### config.mk
export PLATFORM = sky130hd
export DESIGN_NAME = isi_regs
export DESIGN_NICKNAME = d
export VERILOG_FILES = /design/src/rtl/isi_pkg.sv /design/src/rtl/isi_regs.sv
export SDC_FILE = /design/constraint.sdc
export NUM_CORES = 1
export LEC_CHECK = 0
export BUFFER_PORTS_ARGS = -buffer_cell sky130_fd_sc_hd__buf_4
export CORE_ASPECT_RATIO = 1.4
export CORE_MARGIN = 2
export CORE_UTILIZATION = 30
export CTS_CLUSTER_DIAMETER = 50
export CTS_CLUSTER_SIZE = 10
export DETAILED_ROUTE_END_ITERATION = 10
export PLACE_DENSITY = 0.74
export SETUP_SLACK_MARGIN = 0.02
export SLEW_MARGIN = 20
export SYNTH_ARGS = -nofsm -noshare
export SYNTH_HDL_FRONTEND = slang
export SYNTH_SLANG_ARGS = --single-unit
### constraint.sdc
create_clock -name hclk -period 3.9 [get_ports hclk]
set_input_delay 0.78 -clock hclk [delete_from_list [all_inputs] [get_ports hclk]]
set_output_delay 0.78 -clock hclk [all_outputs]
set_load 0.01 [all_outputs]
### src/rtl/isi_pkg.sv
// Purpose: constants shared by the interrupt source identity block
// Assumes: 32-bit AHB-Lite data, one aligned word per register
// Notes: identity words have no defined reset content; zero is used
package isi_pkg;

    // byte offsets of the per-line source identity words
    localparam logic [11:0] ISI_OFS_BROWNOUT = 12'h000;
    localparam logic [11:0] ISI_OFS_WATCHDOG = 12'h004;
    localparam logic [11:0] ISI_OFS_EXT_A = 12'h008;
    localparam logic [11:0] ISI_OFS_EXT_B = 12'h00c;
    localparam logic [11:0] ISI_OFS_GPIO = 12'h010;
    localparam logic [11:0] ISI_OFS_LEVEL = 12'h014;
    localparam logic [11:0] ISI_OFS_PULSE = 12'h018;

    // sticky event status (read clears) and its mask
    localparam logic [11:0] ISI_OFS_STATUS = 12'h100;
    localparam logic [11:0] ISI_OFS_MASK = 12'h104;

    // number of request inputs, one status bit each
    localparam int ISI_NUM_SRC = 8;

    // positions of each request in the status and mask layout
    localparam int ISI_POS_BROWNOUT = 0;
    localparam int ISI_POS_WATCHDOG = 1;
    localparam int ISI_POS_EXT_FIRST = 2;
    localparam int ISI_POS_EXT_SECOND = 3;
    localparam int ISI_POS_PORT_A = 4;
    localparam int ISI_POS_PORT_B = 5;
    localparam int ISI_POS_LEVEL = 6;
    localparam int ISI_POS_PULSE = 7;

    // field of the identity word that carries source_flags
    localparam int ISI_FLAGS_LSB = 0;
    localparam int ISI_FLAGS_W = 3;

    // values after reset
    localparam logic [7:0] ISI_SRC_RST = 8'h00;
    localparam logic [7:0] ISI_STATUS_RST = 8'h00;
    localparam logic [7:0] ISI_MASK_RST = 8'h00;
    localparam logic [31:0] ISI_RDATA_RST = 32'h0000_0000;

endpackage : isi_pkg

### src/rtl/isi_regs.sv
// Purpose: read-only interrupt source identity words for lines 0 to 6,
//          plus a sticky event status, mask and one interrupt output
// Assumes: request inputs come from logic clocked by hclk
// Notes: zero wait state AHB-Lite slave, always answers OKAY
module isi_regs (
    input wire logic hclk,
    input wire logic hresetn,
    input wire logic hsel,
    input wire logic [31:0] haddr,
    input wire logic [1:0] htrans,
    input wire logic hwrite,
    input wire logic [2:0] hsize,
    input wire logic hready,
    input wire logic [31:0] hwdata,
    output logic [31:0] hrdata,
    output logic hreadyout,
    output logic hresp,
    input wire logic brownout_request,
    input wire logic watchdog_request,
    input wire logic ext_pin_first_request,
    input wire logic ext_pin_second_request,
    input wire logic port_a_request,
    input wire logic port_b_request,
    input wire logic level_control_request,
    input wire logic pulse_width_request,
    output logic irq
);

    ////////////////////////////////////////////////////////////////////
    // declarations

    localparam int NS = isi_pkg::ISI_NUM_SRC;

    logic [NS-1:0] src_now;
    logic [NS-1:0] src_d, src_q;
    logic [NS-1:0] rise;
    logic [NS-1:0] status_d, status_q;
    logic [NS-1:0] mask_d, mask_q;
    logic [NS-1:0] stat_clr;
    logic wr_pend_d, wr_pend_q;
    logic [31:0] hrdata_d, hrdata_q;
    logic irq_d, irq_q;
    logic rd_acc;
    logic wr_acc;
    logic [11:0] word_addr;
    logic [31:0] rd_word;

    // identity word: source_flags in the low bits, reserved read zero
    function automatic logic [31:0] isi_word(input logic b1,
                                             input logic b0);
        logic [31:0] w;
        w = 32'h0000_0000;
        w[isi_pkg::ISI_FLAGS_LSB +: isi_pkg::ISI_FLAGS_W] = {1'b0, b1, b0};
        return w;
    endfunction

    ////////////////////////////////////////////////////////////////////
    // request gathering

    // one vector, laid out as status and mask
    always_comb begin
        src_now = '0;
        src_now[isi_pkg::ISI_POS_BROWNOUT] = brownout_request;
        src_now[isi_pkg::ISI_POS_WATCHDOG] = watchdog_request;
        src_now[isi_pkg::ISI_POS_EXT_FIRST] = ext_pin_first_request;
        src_now[isi_pkg::ISI_POS_EXT_SECOND] = ext_pin_second_request;
        src_now[isi_pkg::ISI_POS_PORT_A] = port_a_request;
        src_now[isi_pkg::ISI_POS_PORT_B] = port_b_request;
        src_now[isi_pkg::ISI_POS_LEVEL] = level_control_request;
        src_now[isi_pkg::ISI_POS_PULSE] = pulse_width_request;
    end

    ////////////////////////////////////////////////////////////////////
    // bus decode

    // only NONSEQ/SEQ with hready high start a transfer
    always_comb begin
        rd_acc = hsel && hready && htrans[1] && !hwrite;
        wr_acc = hsel && hready && htrans[1] && hwrite;
        word_addr = {haddr[11:2], 2'b00}; // hsize ignored: words only
    end

    ////////////////////////////////////////////////////////////////////
    // read mux

    // a mask write still in its data phase is forwarded to the read
    always_comb begin
        case (word_addr)
            isi_pkg::ISI_OFS_BROWNOUT:
                rd_word = isi_word(1'b0,
                    src_q[isi_pkg::ISI_POS_BROWNOUT]);
            isi_pkg::ISI_OFS_WATCHDOG:
                rd_word = isi_word(1'b0,
                    src_q[isi_pkg::ISI_POS_WATCHDOG]);
            isi_pkg::ISI_OFS_EXT_A:
                rd_word = isi_word(1'b0,
                    src_q[isi_pkg::ISI_POS_EXT_FIRST]);
            isi_pkg::ISI_OFS_EXT_B:
                rd_word = isi_word(1'b0,
                    src_q[isi_pkg::ISI_POS_EXT_SECOND]);
            isi_pkg::ISI_OFS_GPIO:
                rd_word = isi_word(src_q[isi_pkg::ISI_POS_PORT_B],
                    src_q[isi_pkg::ISI_POS_PORT_A]);
            isi_pkg::ISI_OFS_LEVEL:
                rd_word = isi_word(1'b0,
                    src_q[isi_pkg::ISI_POS_LEVEL]);
            isi_pkg::ISI_OFS_PULSE:
                rd_word = isi_word(1'b0,
                    src_q[isi_pkg::ISI_POS_PULSE]);
            isi_pkg::ISI_OFS_STATUS:
                rd_word = {{(32-NS){1'b0}}, status_q};
            isi_pkg::ISI_OFS_MASK:
                rd_word = {{(32-NS){1'b0}}, mask_d};
            default:
                rd_word = 32'h0000_0000; // unmapped reads as zero
        endcase
    end

    ////////////////////////////////////////////////////////////////////
    // next state

    // set wins over the read clear, so no edge is lost
    always_comb begin
        src_d = src_now;
        rise = src_now & ~src_q;
        stat_clr = '0;
        if (rd_acc && word_addr == isi_pkg::ISI_OFS_STATUS) begin
            stat_clr = status_q;
        end
        status_d = (status_q & ~stat_clr) | rise;
        // only the mask is writable; identity writes fall through
        wr_pend_d = wr_acc && word_addr == isi_pkg::ISI_OFS_MASK;
        mask_d = wr_pend_q ? hwdata[NS-1:0] : mask_q;
        hrdata_d = rd_acc ? rd_word : isi_pkg::ISI_RDATA_RST;
        irq_d = |(status_d & mask_d);
    end

    ////////////////////////////////////////////////////////////////////
    // registers

    // identity reset value is undefined; zero keeps sims clean
    always_ff @(posedge hclk or negedge hresetn) begin
        if (!hresetn) begin
            src_q <= isi_pkg::ISI_SRC_RST;
            status_q <= isi_pkg::ISI_STATUS_RST;
            mask_q <= isi_pkg::ISI_MASK_RST;
            wr_pend_q <= 1'b0;
            hrdata_q <= isi_pkg::ISI_RDATA_RST;
            irq_q <= 1'b0;
        end else begin
            src_q <= src_d;
            status_q <= status_d;
            mask_q <= mask_d;
            wr_pend_q <= wr_pend_d;
            hrdata_q <= hrdata_d;
            irq_q <= irq_d;
        end
    end

    ////////////////////////////////////////////////////////////////////
    // outputs

    // never stalls and never errors, so ready and resp are constants
    // held in flops to keep every output registered
    logic ready_q;
    logic resp_q;
    always_ff @(posedge hclk or negedge hresetn) begin
        if (!hresetn) begin
            ready_q <= 1'b1;
            resp_q <= 1'b0;
        end else begin
            ready_q <= 1'b1;
            resp_q <= 1'b0; // OKAY only: nothing here can fail
        end
    end

    assign hrdata = hrdata_q;
    assign hreadyout = ready_q;
    assign hresp = resp_q;
    assign irq = irq_q;
endmodule // isi_regs

==> flow_summary.yaml, run 1 <==
worst_setup_path:
  path_cells: "buf_4 -> nor3_1 -> nand2_1 -> nor3_1 -> nand3_1 -> a211o_1"
  crit_arrival_ns: 2.40
  crit_slowest_cell: "nand3_1"
  cp-end-kind: "flip-flop"
  critPathRequiredTime_ns: 4.06
  crit_type: "in -> reg"
  worst_path_largest_cell_delay_ns: 0.38
  path_common_cell: "nor3_1"
  cp-start-kind: "input port"
  path_max_fanout: 9
synthesis:
  synth_area_leaders: "dfrtp_1, buf_4, a22o_1, mux2_2, nand3_1"
  ys.warnings.count: 0
  syn_avg_cell_area_um2: 11.30
  synthesis.area_um2: 1650
  ys_ff_latch: 34
  yosysTopAreaCell: "dfrtp_1"
  yosysUniqueCellTypes: 29
  synth-seq-area-share_pct: 51.55
  syn_inst: 146
  synth_top_area_share_pct: 51.55
pwr:
  power_leakage_nw: 0.9998
  pwr_density_cell_nw_per_um2: 339.8
  ir_drop_mv: 0.1068
place:
  placed_cell_area_um2: 1902
  place_hpwl_mm: 2.554
  placement.io_buffers: 40
  gp_congestion: 0.8032
clocking:
  cts.clk_slew.worst_paths_ns: 0.07
  postCtsSetupBuffers: 0
  cts_root_buf: "clkbuf_8"
  hold_buffers: 0
  cts_buffer_depth: 2
  clock_sinks: 34
  ctsResizeCount: 0
  htreeDepth: 2
  clk_latency_ns: 0.29
  cts-buffers-inserted: 5
  tritoncts: "yes"
timing:
  fin_skew_ns: 0.007505
  setup_violations: 0
  fin_setup_tns_ns: 0
  fmax_mhz: 447.6
  hold-worst-slack_ns: 0.4224
  finalHoldViolCount: 0
  post-route-min-period_ns: 2.234
  rsz0062_at_grt: "no"
  slew_viol_final: 0
  timing.final.crit_share_pct: 57.29
floorplan:
  num_io_pins: 117
  fp-row-count: 32
  core_um2: 5405
  die-area_um2: 6119
  die_width_um: 66.69
  die_h_um: 91.76
  start_util_pct: 30.53
drt:
  vias: 1176
  wl_per_cell_um: 12.94
  drc: 0
  routed_wl_mm: 3.299
  firstDrtPassIters: 4
  routed_via_density: 4.612
  drtAntennaViolNets: 0
  drt-initial-drc-count: 70
global_route:
  overflow: 0
  grt.total_usage_pct: 11.85
  grt_max_degree: 35
  grt_pass1_wl_mm: 5.402
  grt_pass1_vias: 1203
  antenna_found_initial: 0
layout:
  syn2layout_area_growth_pct: 20.70
  n_antenna_cell: 0
  final_area_um2: 1992
  num-fill-cells: 564
  utilization_pct: 36.85
  drive_gt1_share_pct: 32.09
  final_nets: 268
run:
  maxCapViolations: 0
worst_hold_path:
  hold_class: "in -> async"
outcome:
  status: "finished clean"
==> synthesized netlist by cell type <==
cell type	number
dfrtp_1	34
buf_4	26
a22o_1	13
nand3_1	12
mux2_2	9
inv_1	8
nand2_1	4
nor3_1	4
a21o_1	3
a22oi_1	3
nor2_1	3
nor2b_1	3
and3_1	2
buf_2	2
clkbuf_1	2
conb_1	2
mux2i_1	2
nor3b_1	2
o32a_1	2
a211o_1	1
a221oi_1	1
a221oi_2	1
a22o_2	1
a41oi_1	1
buf_6	1
mux2_4	1
nand4_1	1
o211ai_1	1
o21ai_0	1
==> metrics by stage <==
stage	total power, mW	std cells	setup slack (ns)
floorplan	0.4116	170	1.847
global placement	0.4290	247	1.401
detailed placement	0.4305	247	1.376
CTS	0.6848	255	1.650
global route	0.7072	255	1.466
finish	0.6768	255	1.666
==> where the power goes <==
group / leakage [nW] / switching (mW) / internal [mW]
Combinational: 0.541 / 0.0358 / 0.0281
Sequential: 0.415 / 0.00238 / 0.357
Clock: 0.0441 / 0.128 / 0.125
==> critical path: cells and delay by family <==
| family | cells | cell delay, ns |
|---|---|---|
| AOI/OAI and AO/OA | 1 | 0.38 |
| buffers and inverters | 1 | 0.11 |
| and+or+nand+nor | 4 | 1.13 |
==> state kept, by name, indices dropped and copies added (netlist names) <==
register and count:
wr_pend_q 1, hrdata 8, status_q 8, src_q 8, mask_q 8, irq 1
==> kinds of logic after synthesis <==
kind of cell / count (synthesis) / synth area share, %
AOI/OAI and AO/OA: 28 / 14.71
buffers and inverters: 39 / 15.39
DFF: 34 / 51.55
muxes: 12 / 8.264
other: 2 / 0.4551
and+or+nand+nor: 31 / 9.628
==> cell type report <==
type	instances	area, um2	share of cell area [%]
flip-flops and latches	34	850.8	42.71
multi-input cells	97	635.6	31.91
repair buffers	40	300.3	15.08
well taps	68	85.08	4.271
clock buffers	5	68.82	3.455
inverters	8	30.03	1.508
clock inverters	3	21.27	1.068
==> placed cells by master (no fill, tap or decap), types with 2 or more instances in the layout <==
| cell | Yosys | routed |
|---|---|---|
| mux2_2 | 9 | 9 |
| buf_4 | 26 | 40 |
| nor2_1 | 3 | 3 |
| mux2i_1 | 2 | 2 |
| nor2b_1 | 3 | 3 |
| nor3b_1 | 2 | 2 |
| conb_1 | 2 | 26 |
| nand3_1 | 12 | 12 |
| a21o_1 | 3 | 3 |
| a22o_1 | 13 | 13 |
| and3_1 | 2 | 2 |
| inv_1 | 8 | 8 |
| a22oi_1 | 3 | 3 |
| o32a_1 | 2 | 2 |
| nor3_1 | 4 | 4 |
| nand2_1 | 4 | 4 |
| dfrtp_1 | 34 | 34 |
| clkbuf_8 | 0 | 5 |
==> layer usage <==
metal | global-route usage [%] | vias to the layer above | wire length [um]
li1 | - | 544 | -
met1 | 12.62 | 576 | 1212
met2 | 20.92 | 50 | 1760
met3 | 3.313 | 6 | 248
met4 | 5.612 | 0 | 77
met5 | 0 | - | 0
==> final timing paths <==
path	slack, ns	cells past startpoint	end	from
worst max-delay path	1.67	6	irq	haddr[7]
max in group asynchronous	3.18	1	hrdata[3]	hresetn
worst max register to register	1.98	5	irq	wr_pend_q
worst min-delay path	0.42	1	mask_q[0]	hresetn
worst min register to register	0.53	1	mask_q[4]	mask_q[4]
min in group hclk	0.53	1	mask_q[4]	mask_q[4]
Power figures use the tool's default switching activity.
==> inputs of run 2 (changes only) <==
==> constraint.sdc (replaced) <==
create_clock -name hclk -period 2.2 [get_ports hclk]
set_input_delay 0.44 -clock hclk [delete_from_list [all_inputs] [get_ports hclk]]
set_output_delay 0.44 -clock hclk [all_outputs]
set_load 0.01 [all_outputs]
==> run 2 against run 1 <==
- global-route usage increased by 0.28 points
- critical path depth decreased by 1
- power rose by 80%
- cell count grew 1.2%
- utilization rose by 0.44 points
- sequential power increased by 77%
- count of clock-buffer cells in the layout rose by 2
- combinational power grew 78%
==> flow_summary.yaml, run 2 (synthesis gave the netlist of run 1 again) <==
clocking:
  cts.clk_slew.worst_paths_ns: 0.07
  ctsResizeCount: 0
  tritoncts: "yes"
  cts_buffer_depth: 2
  postCtsSetupBuffers: 0
  hold_buffers: 0
  cts_root_buf: "clkbuf_8"
  htreeDepth: 2
  clock_sinks: 34
  cts-buffers-inserted: 5
  clk_latency_ns: 0.29
floorplan:
  die_h_um: 91.76
  die_width_um: 66.69
  core_um2: 5405
  start_util_pct: 30.53
  num_io_pins: 117
  die-area_um2: 6119
  fp-row-count: 32
drt:
  drtAntennaViolNets: 0
  wl_per_cell_um: 12.95
  routed_wl_mm: 3.340
  drt-initial-drc-count: 63
  firstDrtPassIters: 4
  drc: 0
  vias: 1181
  routed_via_density: 4.578
pwr:
  pwr_density_cell_nw_per_um2: 603.7
  power_leakage_nw: 1.019
  ir_drop_mv: 0.2008
layout:
  final_nets: 271
  drive_gt1_share_pct: 32.63
  mostFrequentLayoutCell: "buf_4"
  final_cell_mix: "buf_4, dfrtp_1, conb_1, a22o_1, nand3_1"
  n_antenna_cell: 0
  syn2layout_area_growth_pct: 22.14
worst_setup_path:
  cp-end-kind: "flip-flop"
  worst_path_largest_cell_delay_ns: 0.50
  crit_type: "reg -> reg"
  path_max_fanout: 5
  cp-start-kind: "flip-flop"
  crit_arrival_ns: 2.05
  path_buf_inv: 0
  path_delay_family: "compound AO/OA/AOI/OAI gates"
  crit_slowest_cell: "dfrtp_1"
  critPathRequiredTime_ns: 2.37
  path_cells: "mux2_2 -> a22o_1 -> a221oi_2 -> nand3_1 -> a211o_1"
timing:
  rsz0062_at_grt: "no"
  finalHoldViolCount: 0
  slew_viol_final: 0
  timing.final.crit_share_pct: 85.35
  fin_setup_tns_ns: 0
  post-route-min-period_ns: 1.878
  fmax_mhz: 532.6
  hold-worst-slack_ns: 0.08422
  fin_skew_ns: 0.003322
  setup_violations: 0
place:
  place_hpwl_mm: 2.629
  placement.io_buffers: 40
  gp_congestion: 0.8016
global_route:
  grt_pass1_wl_mm: 5.423
  grt_pass1_vias: 1176
  overflow: 0
  antenna_found_initial: 0
  grt_max_degree: 35
  grt.total_usage_pct: 12.13
run:
  maxCapViolations: 0
outcome:
  status: "finished clean"
worst_hold_path:
  hold_class: "in -> async"
run 2: cell count changes in the layout (fill, tap and decap cells not counted), sizes merged:
cell / delta
buf: +3
clkbuf: +2
clkinv: -1
clkinvlp: -1
run 2: layout make-up:
class                           instances  area, um2
Clock buffer                            7      86.33
Inverter                                8      30.03
Tap cell                               68      85.08
Multi-Input combinational cell         97      635.6
Clock inverter                          1      5.005
Fill cell                             561       3390
Sequential cell                        34      850.8
Timing Repair Buffer                   43      322.8
run 2: worst register-to-register path: stages (launching register included):
cell and delay (ns):
dfrtp_1 0.50, mux2_2 0.42, a22o_1 0.20, a221oi_2 0.22
nand3_1 0.11, a211o_1 0.31
run 2: path summary, 6_finish.rpt:
check	from	to	slack, ns	depth (start not counted)
min in group hclk	brownout_request	src_q[0]	0.27	1
min	hresetn	wr_pend_q	0.08	1
max	wr_pend_q	irq	0.32	5
max reg2reg	wr_pend_q	irq	0.32	5
max in group asynchronous	hresetn	mask_q[4]	1.81	1
min reg2reg	status_q[1]	status_q[1]	0.51	1
run 2: power by group:
| group | internal (mW) | leakage (nW) | switching, mW |
|---|---|---|---|
| Combinational | 0.0499 | 0.556 | 0.0644 |
| Sequential | 0.634 | 0.415 | 0.00401 |
| Clock | 0.252 | 0.0482 | 0.213 |
run 2: through the flow:
step / power, mW / area (um2) / std cells / worst slack [ns] / utilization (%)
2_1_floorplan: 0.7296 / 1740 / 170 / 0.4865 / -
3_3_place_gp: 0.7606 / 1924 / 250 / 0.2319 / 35.60
3_5_place_dp: 0.7639 / 1924 / 250 / 0.2402 / 35.60
4_1_cts: 1.231 / 2016 / 258 / 0.3141 / 37.29
5_1_grt: 1.278 / 2016 / 258 / 0.2338 / 37.29
6_report: 1.217 / 2016 / 258 / 0.3224 / 37.29
run 2: metal layers:
metal | wire [um] | GRT usage [%]
met3 | 234 | 3.436
met2 | 1734 | 19.67
met5 | 0 | 0
met4 | 130 | 8.163
met1 | 1240 | 13.43
